<file path="config.mk">
export PLATFORM = sky130hd
export DESIGN_NAME = ifd_decoder
export DESIGN_NICKNAME = d
export VERILOG_FILES = /design/src/core/ifd_pkg.sv /design/src/core/ifd_decoder.sv
export SDC_FILE = /design/constraint.sdc
export NUM_CORES = 1
export LEC_CHECK = 0
export BUFFER_PORTS_ARGS = -buffer_cell sky130_fd_sc_hd__buf_4
export CORE_MARGIN = 2
export CORE_UTILIZATION = 27
export DETAILED_ROUTE_END_ITERATION = 6
export PLACE_DENSITY_LB_ADDON = 0.05
export SLEW_MARGIN = 10
export SYNTH_ARGS = -nofsm -noshare
export SYNTH_HDL_FRONTEND = slang
export SYNTH_SLANG_ARGS = --single-unit
</file>
<file path="constraint.sdc">
create_clock -name mclk -period 2.85 [get_ports mclk]
set_clock_uncertainty 0.1 [all_clocks]
set_input_delay 0.4275 -clock mclk [delete_from_list [all_inputs] [get_ports mclk]]
set_output_delay 0.4275 -clock mclk [all_outputs]
set_load 0.05 [all_outputs]
</file>
<file path="src/core/ifd_pkg.sv">
// What this block does
// - primary opcode comes from instruction bits 0-5, bit 0 most significant.
// - bit 31 is the record flag except in branch, D-form and compare words; 1 updates condition register, 0 does not.
// - absolute target flag 0 adds offset to instruction address, 1 uses it directly.
// - link save flag 1 requests next sequential address into the link register.
// - 16-bit D-form displacement is sign-extended to 32 bits.
// - 24-bit branch offset gets two zero bits, then sign-extends to 32 bits.
// - conditional branches take their displacement from a 14-bit field.
// - overflow-enable bit of XO-form arithmetic requests exception register overflow update.
// - compare target field selects condition register field 0 to 7.
// - multiplies: 31/11 high unsigned, 31/235 low word, primary 07 immediate.
// - X-form logicals under 31: 444 or, 412 or-complement, 316 xor.
// - D-form logical immediates: 24 or, 26 xor, 27 xor shifted.
// - M-form rotates: 20 mask insert, 21 immediate mask, 23 register mask.
// - rotates pass mask start and stop bit numbers to the mask generator.
// - subtracts: 31/08 carrying, 31/136 extended, D-form primary 08 immediate.
// - word trap is 31/04, trap with immediate is D-form primary 03.
// - under 31: 598 synchronize, 306 buffer invalidate, 150 store conditional.
// - byte stores: primary 38, 31/215 indexed, 31/247 indexed with update.
// - XO-form under 31: 104 negate, 488 negative absolute value.
// - double float store 54, with update 55, indexed with update 31/759.
package ifd_pkg;

    // field positions, little-endian index of the lowest bit in the word
    localparam int PRIM_LSB   = 26;
    localparam int RT_LSB     = 21;
    localparam int RA_LSB     = 16;
    localparam int RB_LSB     = 11;
    localparam int XEXT_LSB   = 1;
    localparam int OE_POS     = 10;
    localparam int REC_POS    = 0;
    localparam int LINK_POS   = 0;
    localparam int ABS_POS    = 1;
    localparam int BOFF_LSB   = 2;
    localparam int CDISP_LSB  = 2;
    localparam int MSTART_LSB = 6;
    localparam int MSTOP_LSB  = 1;
    localparam int CRF_LSB    = 23;
    localparam int CMPW_POS   = 21;

    // primary opcodes
    localparam logic [5:0] PO_TWI    = 6'h03;
    localparam logic [5:0] PO_MULI   = 6'h07;
    localparam logic [5:0] PO_SUBI   = 6'h08;
    localparam logic [5:0] PO_CMPLI  = 6'h0a;
    localparam logic [5:0] PO_CMPI   = 6'h0b;
    localparam logic [5:0] PO_BCOND  = 6'h10;
    localparam logic [5:0] PO_BRANCH = 6'h12;
    localparam logic [5:0] PO_RLIMI  = 6'h14;
    localparam logic [5:0] PO_RLINM  = 6'h15;
    localparam logic [5:0] PO_RLNM   = 6'h17;
    localparam logic [5:0] PO_ORI    = 6'h18;
    localparam logic [5:0] PO_XORI   = 6'h1a;
    localparam logic [5:0] PO_XORIS  = 6'h1b;
    localparam logic [5:0] PO_EXT    = 6'h1f;
    localparam logic [5:0] PO_STB    = 6'h26;
    localparam logic [5:0] PO_STFD   = 6'h36;
    localparam logic [5:0] PO_STFDU  = 6'h37;

    // X-form extended opcodes, 10 bits
    localparam logic [9:0] XO_CMP    = 10'h000;
    localparam logic [9:0] XO_TW     = 10'h004;
    localparam logic [9:0] XO_CMPL   = 10'h020;
    localparam logic [9:0] XO_STWC   = 10'h096;
    localparam logic [9:0] XO_STBX   = 10'h0d7;
    localparam logic [9:0] XO_STBUX  = 10'h0f7;
    localparam logic [9:0] XO_TLBI   = 10'h132;
    localparam logic [9:0] XO_XOR    = 10'h13c;
    localparam logic [9:0] XO_ORC    = 10'h19c;
    localparam logic [9:0] XO_OR     = 10'h1bc;
    localparam logic [9:0] XO_SYNC   = 10'h256;
    localparam logic [9:0] XO_STFDUX = 10'h2f7;

    // XO-form extended opcodes, 9 bits below the overflow-enable bit
    localparam logic [8:0] XOO_SUBFC = 9'h008;
    localparam logic [8:0] XOO_MULHU = 9'h00b;
    localparam logic [8:0] XOO_NEG   = 9'h068;
    localparam logic [8:0] XOO_SUBFE = 9'h088;
    localparam logic [8:0] XOO_MULLW = 9'h0eb;
    localparam logic [8:0] XOO_NABS  = 9'h1e8;

    // register map, byte offsets
    localparam logic [7:0]  REG_CTRL   = 8'h00;
    localparam logic [7:0]  REG_STATUS = 8'h04;
    localparam logic [7:0]  REG_COUNT  = 8'h08;
    localparam logic [7:0]  REG_LAST   = 8'h0c;
    localparam logic [1:0]  CTRL_RESET = 2'h1;
    localparam int          CTRL_EN    = 0;
    localparam int          CTRL_FLUSH = 1;
    localparam logic [31:0] LINK_STEP  = 32'h00000004;

    typedef enum logic [5:0] {
        CL_ILLEGAL = 6'h00, CL_MULHU  = 6'h01, CL_MULLW  = 6'h02, CL_MULI   = 6'h03,
        CL_OR      = 6'h04, CL_ORC    = 6'h05, CL_XOR    = 6'h06, CL_ORI    = 6'h07,
        CL_XORI    = 6'h08, CL_XORIS  = 6'h09, CL_RLIMI  = 6'h0a, CL_RLINM  = 6'h0b,
        CL_RLNM    = 6'h0c, CL_SUBFC  = 6'h0d, CL_SUBFE  = 6'h0e, CL_SUBI   = 6'h0f,
        CL_TW      = 6'h10, CL_TWI    = 6'h11, CL_SYNC   = 6'h12, CL_TLBI   = 6'h13,
        CL_STWC    = 6'h14, CL_STB    = 6'h15, CL_STBX   = 6'h16, CL_STBUX  = 6'h17,
        CL_NEG     = 6'h18, CL_NABS   = 6'h19, CL_STFD   = 6'h1a, CL_STFDU  = 6'h1b,
        CL_STFDUX  = 6'h1c, CL_BRANCH = 6'h1d, CL_BCOND  = 6'h1e, CL_CMP    = 6'h1f,
        CL_CMPL    = 6'h20, CL_CMPI   = 6'h21, CL_CMPLI  = 6'h22
    } ifd_class_t;

endpackage

</file>
<file path="src/core/ifd_decoder.sv">
// Implementation choices: the AHB-Lite slave port and the register addresses.
module ifd_decoder #(
    parameter int COUNT_W = 16
) (
    input  wire logic                 mclk,
    input  wire logic                 reset_n,
    // fetch side
    input  wire logic                 instrValid,
    input  wire logic [31:0]          instr,
    input  wire logic [31:0]          instrAddr,
    // decoded outputs
    output logic                      decValid,
    output logic                      decIllegal,
    output ifd_pkg::ifd_class_t       decClass,
    output logic [5:0]                primaryOp,
    output logic [9:0]                extOp,
    output logic [4:0]                rtSel,
    output logic [4:0]                raSel,
    output logic [4:0]                rbSel,
    output logic [31:0]               dispExt,
    output logic [31:0]               branchTarget,
    output logic                      absoluteTargetFlag,
    output logic                      linkWrite,
    output logic [31:0]               linkAddr,
    output logic                      recordEn,
    output logic                      ovEnable,
    output logic [2:0]                compareTargetCrField,
    output logic [4:0]                maskStartBit,
    output logic [4:0]                maskStopBit,
    // ahb-lite slave
    input  wire logic                 hsel,
    input  wire logic [31:0]          haddr,
    input  wire logic [1:0]           htrans,
    input  wire logic                 hwrite,
    input  wire logic [2:0]           hsize,
    input  wire logic [31:0]          hwdata,
    input  wire logic                 hready,
    output logic                      hreadyout,
    output logic                      hresp,
    output logic [31:0]               hrdata
);
    import ifd_pkg::*;

    generate
        if (COUNT_W < 1 || COUNT_W > 32) begin : g_bad_count
            $error("COUNT_W must be 1 to 32");
        end
    endgenerate

    typedef struct packed {
        logic               hreadyout;
        logic               hresp;
        logic [31:0]        hrdata;
        logic               wrPend;
        logic [7:0]         wrAddr;
        logic [1:0]         ctrl;
        logic [COUNT_W-1:0] illegalCount;
        logic [31:0]        lastInstr;
        logic               decValid;
        logic               decIllegal;
        ifd_class_t         decClass;
        logic [5:0]         primaryOp;
        logic [9:0]         extOp;
        logic [4:0]         rtSel;
        logic [4:0]         raSel;
        logic [4:0]         rbSel;
        logic [31:0]        dispExt;
        logic [31:0]        branchTarget;
        logic               absoluteTargetFlag;
        logic               linkWrite;
        logic [31:0]        linkAddr;
        logic               recordEn;
        logic               ovEnable;
        logic [2:0]         compareTargetCrField;
        logic [4:0]         maskStartBit;
        logic [4:0]         maskStopBit;
    } ifd_state_t;

    ifd_state_t stateReg;
    ifd_state_t stateNext;

    // class lookup from primary and extended opcode
    function automatic ifd_class_t classOf(input logic [31:0] word);
        logic [5:0] po;
        logic [9:0] x10;
        logic [8:0] x9;
        ifd_class_t cls;
        po  = word[PRIM_LSB +: 6];
        x10 = word[XEXT_LSB +: 10];
        x9  = word[XEXT_LSB +: 9];
        cls = CL_ILLEGAL;
        case (po)
            PO_TWI: cls = CL_TWI;
            PO_MULI: cls = CL_MULI;
            PO_SUBI: cls = CL_SUBI;
            PO_CMPLI: cls = CL_CMPLI;
            PO_CMPI: cls = CL_CMPI;
            PO_BCOND: cls = CL_BCOND;
            PO_BRANCH: cls = CL_BRANCH;
            PO_RLIMI: cls = CL_RLIMI;
            PO_RLINM: cls = CL_RLINM;
            PO_RLNM: cls = CL_RLNM;
            PO_ORI: cls = CL_ORI;
            PO_XORI: cls = CL_XORI;
            PO_XORIS: cls = CL_XORIS;
            PO_STB: cls = CL_STB;
            PO_STFD: cls = CL_STFD;
            PO_STFDU: cls = CL_STFDU;
            PO_EXT: begin
                // full 10-bit match first: 759 and 247 share their low nine bits
                case (x10)
                    XO_CMP: cls = CL_CMP;
                    XO_CMPL: cls = CL_CMPL;
                    XO_TW: cls = CL_TW;
                    XO_STWC: cls = CL_STWC;
                    XO_SYNC: cls = CL_SYNC;
                    XO_TLBI: cls = CL_TLBI;
                    XO_STBX: cls = CL_STBX;
                    XO_STBUX: cls = CL_STBUX;
                    XO_STFDUX: cls = CL_STFDUX;
                    XO_OR: cls = CL_OR;
                    XO_ORC: cls = CL_ORC;
                    XO_XOR: cls = CL_XOR;
                    default: begin
                        case (x9)
                            XOO_MULHU: cls = CL_MULHU;
                            XOO_MULLW: cls = CL_MULLW;
                            XOO_SUBFC: cls = CL_SUBFC;
                            XOO_SUBFE: cls = CL_SUBFE;
                            XOO_NEG: cls = CL_NEG;
                            XOO_NABS: cls = CL_NABS;
                            default: cls = CL_ILLEGAL;
                        endcase
                    end
                endcase
            end
            default: cls = CL_ILLEGAL;
        endcase
        // a set width-select bit would ask for 64-bit compares, which this core lacks
        if ((cls == CL_CMP || cls == CL_CMPL || cls == CL_CMPI || cls == CL_CMPLI) &&
            word[CMPW_POS]) begin
            cls = CL_ILLEGAL;
        end
        return cls;
    endfunction

    // register read mux, sampled in the address phase
    function automatic logic [31:0] readMux(input ifd_state_t s, input logic [7:0] addr);
        logic [31:0] d;
        d = 32'h00000000;
        case (addr)
            REG_CTRL: d = {30'h0, s.ctrl};
            REG_STATUS: d = {24'h0, s.decClass, s.decIllegal, s.decValid};
            REG_COUNT: d = 32'(s.illegalCount);
            REG_LAST: d = s.lastInstr;
            default: d = 32'h00000000;
        endcase
        return d;
    endfunction

    logic       isBranch;
    logic       isXoForm;
    logic       isDForm;
    logic       isCompare;
    ifd_class_t cls;
    logic       accept;
    logic       addrPhase;
    logic [31:0] liExt;
    logic [31:0] bdExt;
    logic [31:0] offset;

    always_comb begin
        stateNext = stateReg;
        stateNext.hreadyout = 1'b1;
        stateNext.hresp = 1'b0;

        // bus address phase; only one slave, so hready is ours
        addrPhase = hsel && hready && htrans[1];
        stateNext.wrPend = addrPhase && hwrite;
        stateNext.wrAddr = haddr[7:0];
        if (addrPhase && !hwrite) begin
            stateNext.hrdata = readMux(stateReg, haddr[7:0]);
        end else begin
            stateNext.hrdata = 32'h00000000;
        end

        // bus data phase of a write; writes to read-only words are dropped
        if (stateReg.wrPend && stateReg.wrAddr == REG_CTRL) begin
            stateNext.ctrl = hwdata[1:0];
        end

        cls = classOf(instr);
        isBranch = (cls == CL_BRANCH) || (cls == CL_BCOND);
        isXoForm = (cls == CL_MULHU) || (cls == CL_MULLW) || (cls == CL_SUBFC) ||
                   (cls == CL_SUBFE) || (cls == CL_NEG) || (cls == CL_NABS);
        isCompare = (cls == CL_CMP) || (cls == CL_CMPL) || (cls == CL_CMPI) || (cls == CL_CMPLI);
        isDForm = (cls == CL_MULI) || (cls == CL_ORI) || (cls == CL_XORI) || (cls == CL_XORIS) ||
                  (cls == CL_SUBI) || (cls == CL_TWI) || (cls == CL_STB) || (cls == CL_STFD) ||
                  (cls == CL_STFDU) || (cls == CL_CMPI) || (cls == CL_CMPLI);

        liExt = {{6{instr[BOFF_LSB + 23]}}, instr[BOFF_LSB +: 24], 2'b00};
        bdExt = {{16{instr[CDISP_LSB + 13]}}, instr[CDISP_LSB +: 14], 2'b00};
        offset = (cls == CL_BRANCH) ? liExt : bdExt;

        // flush holds valid low while set; software clears it again
        accept = instrValid && stateReg.ctrl[CTRL_EN] && !stateReg.ctrl[CTRL_FLUSH];
        stateNext.decValid = accept;

        // field outputs refresh every cycle; consumers qualify them with decValid
        stateNext.decIllegal = accept && (cls == CL_ILLEGAL);
        stateNext.decClass = cls;
        stateNext.primaryOp = instr[PRIM_LSB +: 6];
        stateNext.extOp = instr[XEXT_LSB +: 10];
        stateNext.rtSel = instr[RT_LSB +: 5];
        stateNext.raSel = instr[RA_LSB +: 5];
        stateNext.rbSel = instr[RB_LSB +: 5];
        stateNext.dispExt = {{16{instr[15]}}, instr[15:0]};
        stateNext.absoluteTargetFlag = isBranch && instr[ABS_POS];
        if (instr[ABS_POS]) begin
            stateNext.branchTarget = offset;
        end else begin
            stateNext.branchTarget = instrAddr + offset;
        end
        stateNext.linkWrite = isBranch && instr[LINK_POS];
        stateNext.linkAddr = instrAddr + LINK_STEP;
        // branches reuse bit 31 as the link flag; D-forms carry no record bit
        stateNext.recordEn = !isBranch && !isDForm && !isCompare &&
                             (cls != CL_ILLEGAL) && instr[REC_POS];
        stateNext.ovEnable = isXoForm && instr[OE_POS];
        stateNext.compareTargetCrField = instr[CRF_LSB +: 3];
        stateNext.maskStartBit = instr[MSTART_LSB +: 5];
        stateNext.maskStopBit = instr[MSTOP_LSB +: 5];

        if (accept) begin
            stateNext.lastInstr = instr;
        end

        // a clearing write in the same cycle as a new illegal instruction leaves the count at one
        if (accept && cls == CL_ILLEGAL) begin
            if (stateReg.wrPend && stateReg.wrAddr == REG_COUNT) begin
                stateNext.illegalCount = COUNT_W'(1);
            end else begin
                stateNext.illegalCount = stateReg.illegalCount + COUNT_W'(1);
            end
        end else if (stateReg.wrPend && stateReg.wrAddr == REG_COUNT) begin
            stateNext.illegalCount = '0;
        end
    end

    always_ff @(posedge mclk or negedge reset_n) begin
        if (!reset_n) begin
            stateReg <= '0;
            stateReg.ctrl <= CTRL_RESET;
            stateReg.hreadyout <= 1'b1;
        end else begin
            stateReg <= stateNext;
        end
    end

    assign decValid             = stateReg.decValid;
    assign decIllegal           = stateReg.decIllegal;
    assign decClass             = stateReg.decClass;
    assign primaryOp            = stateReg.primaryOp;
    assign extOp                = stateReg.extOp;
    assign rtSel                = stateReg.rtSel;
    assign raSel                = stateReg.raSel;
    assign rbSel                = stateReg.rbSel;
    assign dispExt              = stateReg.dispExt;
    assign branchTarget         = stateReg.branchTarget;
    assign absoluteTargetFlag   = stateReg.absoluteTargetFlag;
    assign linkWrite            = stateReg.linkWrite;
    assign linkAddr             = stateReg.linkAddr;
    assign recordEn             = stateReg.recordEn;
    assign ovEnable             = stateReg.ovEnable;
    assign compareTargetCrField = stateReg.compareTargetCrField;
    assign maskStartBit         = stateReg.maskStartBit;
    assign maskStopBit          = stateReg.maskStopBit;
    assign hreadyout            = stateReg.hreadyout;
    assign hresp                = stateReg.hresp;
    assign hrdata               = stateReg.hrdata;

endmodule

</file>
# After elaboration in Yosys (flattened, before gate mapping)
# Index checks and enable logic that the tools add are counted.
# op_classes
add_sub_neg,3
n_reduce_logical,50
eq_ne,63
mux,11
# op_table
operator,n
$pmux 32 s4,1
$eq 6x5->1 const B,19
$pmux 6 s17,1
$mux 32,3
$pmux 6 s12,1
$eq 6x6->1 const B,9
$eq 6x4->1 const B,8
$mux 16,3
$eq 10x9->1 const B,4
$add 32x3->32 const B,1
$add 32x32->32,1
$eq 10x8->1 const B,3
$pmux 5 s6,1
$eq 8x4->1 const B,3
$logic_or 1x1->1,22
$eq 10x10->1 const B,2
$eq 6x2->1 const B,3
$eq 9x4->1 const B,2
$eq 9x8->1 const B,2
$logic_and 1x1->1,17
$add 16x1->16 const B,1
$logic_not 8->1,2
$eq 6x3->1 const B,2
$eq 10x3->1 const B,1
11 further kinds,15
# word_totals
output_inout_bits,186
ff_bits,227
in_bits,139

# Depth between registers and ports, before layout
# depth
ltp_word,26
depth_mapped,16

# Worst setup path after synthesis
# No wires, ideal clock.
# synth_path
kind,input -> register
start,input instr[31]
end,register stateReg (netlist bit branchTarget[31])
required_time_ps,2670
slack_ps,-991
arrival_ps,3661
path_stages,15
setup_ps,80
path_cell_list,buf_2 > nor3b_1 > nor3b_1 > a21boi_1 > a31o_2 > ha_1 > clkbuf_1 > nand3_1 > or3_1 > nand2b_1 > o21ai_0 > o21ai_0 > o21ai_0 > mux2i_1 > xnor2_1
# synth_rtl
element,line_no,rtl
start: declaration,ifd_decoder.sv:9,"input wire logic [31:0] instr,"
end signal: assignment,ifd_decoder.sv:256,stateReg <= stateNext;
end: declaration,ifd_decoder.sv:79,ifd_state_t stateReg;

==> results.json <==
{
  "outcome": "finished with violations",
  "violations": "negative setup slack",
  "cp.arrival_ns": 3.09,
  "slew_headroom": 0.625,
  "core_area_um2": 40900,
  "synthesis.area_um2": 11200,
  "syn_inst": 1167,
  "hold_viol_final": 0,
  "first_pass_iters": 5,
  "ant_nets": 0,
  "overflow": 0,
  "wl_per_cell_um": 17.7,
  "yosys.area_share.simple": 0.192,
  "fin_hold_ws_ns": 0.0233,
  "clockBufferDepth": 2,
  "drive_gt1_frac": 0.394,
  "drt-total-wl_um": 34500,
  "start_kind": "input port",
  "syn_nets": 1338,
  "worst_slack_ns": -0.0195,
  "clk_latency_ns": 0.46,
  "synth_xor_area_frac": 0.0383,
  "cts_buffers": 17,
  "syn_to_final_growth_pct": 31.9,
  "avgSynthCellArea_um2": 9.60,
  "maxCapViolCount": 0,
  "crit_type": "in2reg",
  "cts_sinks": 199,
  "irDropWorstVdd_v": 0.000368,
  "drt-initial-drc-count": 410,
  "synth_cell_types": 74,
  "die_area_um2": 43100,
  "num_antenna_cells": 0,
  "yosysSeqAreaShare": 0.445,
  "total_power_w": 0.00744,
  "crit_required_ns": 3.07,
  "htreeDepth": 4,
  "min_period_over_period": 1.01,
  "track_usage": 0.160,
  "synthTopCellsByArea": "dfrtp_1 (44%), buf_4 (12%), nand2_1 (5.6%)",
  "tightest_slew_ns": 0.563,
  "synth_area_leader_cell": "dfrtp_1",
  "synth_mux_area_frac": 0.0352,
  "timing.critical_path.fanout_max": 5,
  "ys_ff_latch": 199,
  "clk_pin_slew_ns": 0.08,
  "die_x_um": 208,
  "grt_pass1_wl_um": 53700,
  "viasPerCell": 4.48,
  "power_density_nw_per_um2": 503,
  "die-height_um": 208,
  "vias": 8720,
  "end_kind": "flop",
  "std_cell_rows": 74,
  "fin_area_um2": 14800,
  "synth_compound_area_frac": 0.107,
  "fin_util": 0.361,
  "synth_top_family_by_area": "simple AND/OR/NAND/NOR gates",
  "final_nets": 1573,
  "ios": 325,
  "dpl.cell_count": 1890,
  "port_buffers": 264,
  "antenna_found_initial": 0,
  "place_congestion": 0.793,
  "cts_root_buf": "clkbuf_16",
  "power.leakage_nw": 6.98,
  "synthAdderAreaFrac": 0.0364,
  "synth_flop_cell": "dfrtp_1",
  "synth_edf_count": 0,
  "start_util": 0.274,
  "grt_pass1_vias": 8851,
  "dp_hpwl_um": 26300,
  "async_flop_share": 1.00,
  "fmax_ghz": 0.348,
  "period_needed_ns": 2.87,
  "yosysTopAreaCellShare": 0.442,
  "drc": 0,
  "grt_setup_unrepaired": "true",
  "place_area_um2": 13700,
  "cts_tree": "done",
  "grt_start_max_net_pins": 71,
  "setup_violations": 2,
  "fin_cells": 1947,
  "worstHoldPathType": "in2reg",
  "slew_violations": 0,
  "yosysWarningCount": 0
}
placed cells by master, fill, tap and decap left out, drive strengths merged, types with 4 or more instances in the layout:
cell type	n
buf	425
dfrtp	198
nand2	168
nor2	59
a21oi	47
o21ai	44
xnor2	37
nand3	34
ha	31
mux2i	27
and2	27
inv	26
nand2b	21
nand4	19
clkbuf	19
nor3	17
dlygate4sd3	15
and3	12
xor2	12
mux2	11
nor2b	11
nor3b	11
o31ai	10
a31o	10
nor4	9
a21o	9
a22oi	8
o21a	8
a21boi	8
or3	7
nor4b	6
o211ai	5
or2	5
clkinv	5
and4	4
nand3b	4
a211oi	4
timing repair:
item	CTS	global route
cloned	1	0
resized for setup	20	51
pin swaps	11	32
setup buffers	3	6
hold buffers	15	0
endpoints found under the hold margin	80	0
endpoints found under the setup margin	11	29
synth_stat cells (3+ instances only):
| master | instances |
|---|---|
| clkbuf_1 | 29 |
| o31ai_1 | 10 |
| o41ai_1 | 3 |
| nor3_1 | 17 |
| buf_2 | 5 |
| buf_6 | 5 |
| o21bai_1 | 3 |
| nor2_1 | 59 |
| mux2i_1 | 27 |
| o21ai_0 | 42 |
| ha_1 | 31 |
| a21o_1 | 9 |
| buf_1 | 6 |
| nor4_1 | 9 |
| or2_2 | 5 |
| xor2_1 | 12 |
| nor2b_1 | 11 |
| nand4_1 | 17 |
| xnor2_1 | 37 |
| nand3b_1 | 4 |
| o211ai_1 | 5 |
| a32oi_1 | 3 |
| and3_1 | 12 |
| and2_1 | 27 |
| or3_1 | 7 |
| mux2_2 | 11 |
| dfrtp_1 | 198 |
| a21oi_1 | 38 |
| nor4b_1 | 6 |
| inv_1 | 19 |
| nand2_1 | 167 |
| nand2b_1 | 21 |
| nor3b_1 | 11 |
| nand3_1 | 34 |
| a21boi_0 | 6 |
| a211oi_1 | 4 |
| buf_4 | 180 |
| o21a_1 | 8 |
| a22oi_1 | 8 |
| a31o_2 | 10 |
| a21oi_2 | 8 |
| and4_1 | 4 |
where the power goes:
group	total (W)	internal (W)	switching [W]
registers	0.00305	0.00297	0.0000739
logic	0.00200	0.000763	0.00124
clock network	0.00239	0.00117	0.00122
flip-flops by register name (all words and copies together), names as in the netlist:
| signal | cells |
|---|---|
| hrdata | 32 |
| linkWrite | 1 |
| rtSel | 2 |
| maskStopBit | 4 |
| raSel | 5 |
| primaryOp | 6 |
| decValid | 1 |
| branchTarget | 32 |
| dispExt | 8 |
| compareTargetCrField | 3 |
| recordEn | 1 |
| stateReg | 59 |
| ovEnable | 1 |
| absoluteTargetFlag | 1 |
| linkAddr | 32 |
| maskStartBit | 4 |
| decClass | 6 |
| decIllegal | 1 |
critical path, stage by stage:
cell and delay, ns:
buf_8 0.10, nor3b_4 0.20, nor3b_4 0.22, buf_6 0.17
a21boi_4 0.09, a31o_4 0.23, ha_4 0.26, a21o_1 0.16
a21oi_2 0.16, o211ai_1 0.15, a32oi_2 0.29, o21ai_4 0.10
o21ai_2 0.19, buf_4 0.14, xor2_2 0.12, o21ai_1 0.07
area by class of cell:
class / instances / area [µm²]
Fill cell: 4199 / 26100
Multi-Input combinational cell: 725 / 5060
Sequential cell: 199 / 4980
Timing Repair Buffer: 440 / 3450
Tap cell: 532 / 666
Clock buffer: 19 / 443
Clock inverter: 13 / 113
Inverter: 19 / 71.3
stage by stage:
step / setup WS (ns) / setup TNS (ns)
finish: -0.0195 / -0.0305
global route: -0.146 / -0.702
floorplan: -0.409 / -3.09
detailed placement: -0.789 / -16.41
CTS: -0.0355 / -0.100
global placement: -0.729 / -15.30
routing by layer:
metal  routed length (µm)  up-vias  share of wire  GRT usage
met3                 1440       20          0.042     0.0336
met4                  314        0         0.0091     0.0318
met5                    0        -              0          0
met1                17000     4212           0.49      0.231
met2                15800      196           0.46      0.249
li1                     -     4292              -          -
cell families after synthesis:
group / after synthesis
and+or+nand+nor: 425
buffers and inverters: 244
DFF: 199
AOI/OAI and AO/OA: 178
xor gates and xnor gates: 49
muxes: 38
adders and majority gates: 32
other: 2
path summary, 6_finish.rpt:
path                                           startpoint                          to  slack, ns  cells after the start
worst min register to register  stateReg[169]$_DFFE_PN0P_   stateReg[169]$_DFFE_PN0P_       0.37                      2
worst min-delay path                            instr[18]          raSel[2]$_DFF_PN0_       0.02                      1
max in group asynchronous                         reset_n   stateReg[164]$_DFFE_PN0P_       1.44                      3
worst max register to register  stateReg[200]$_DFFE_PN1P_   stateReg[189]$_DFFE_PN0P_       0.54                      8
min in group asynchronous                         reset_n     stateReg[209]$_DFF_PN0_       0.43                      2
worst max-delay path                            instr[31]  branchTarget[29]$_DFF_PN0_      -0.02                     16
No activity file was read; power rests on OpenSTA's default activity.
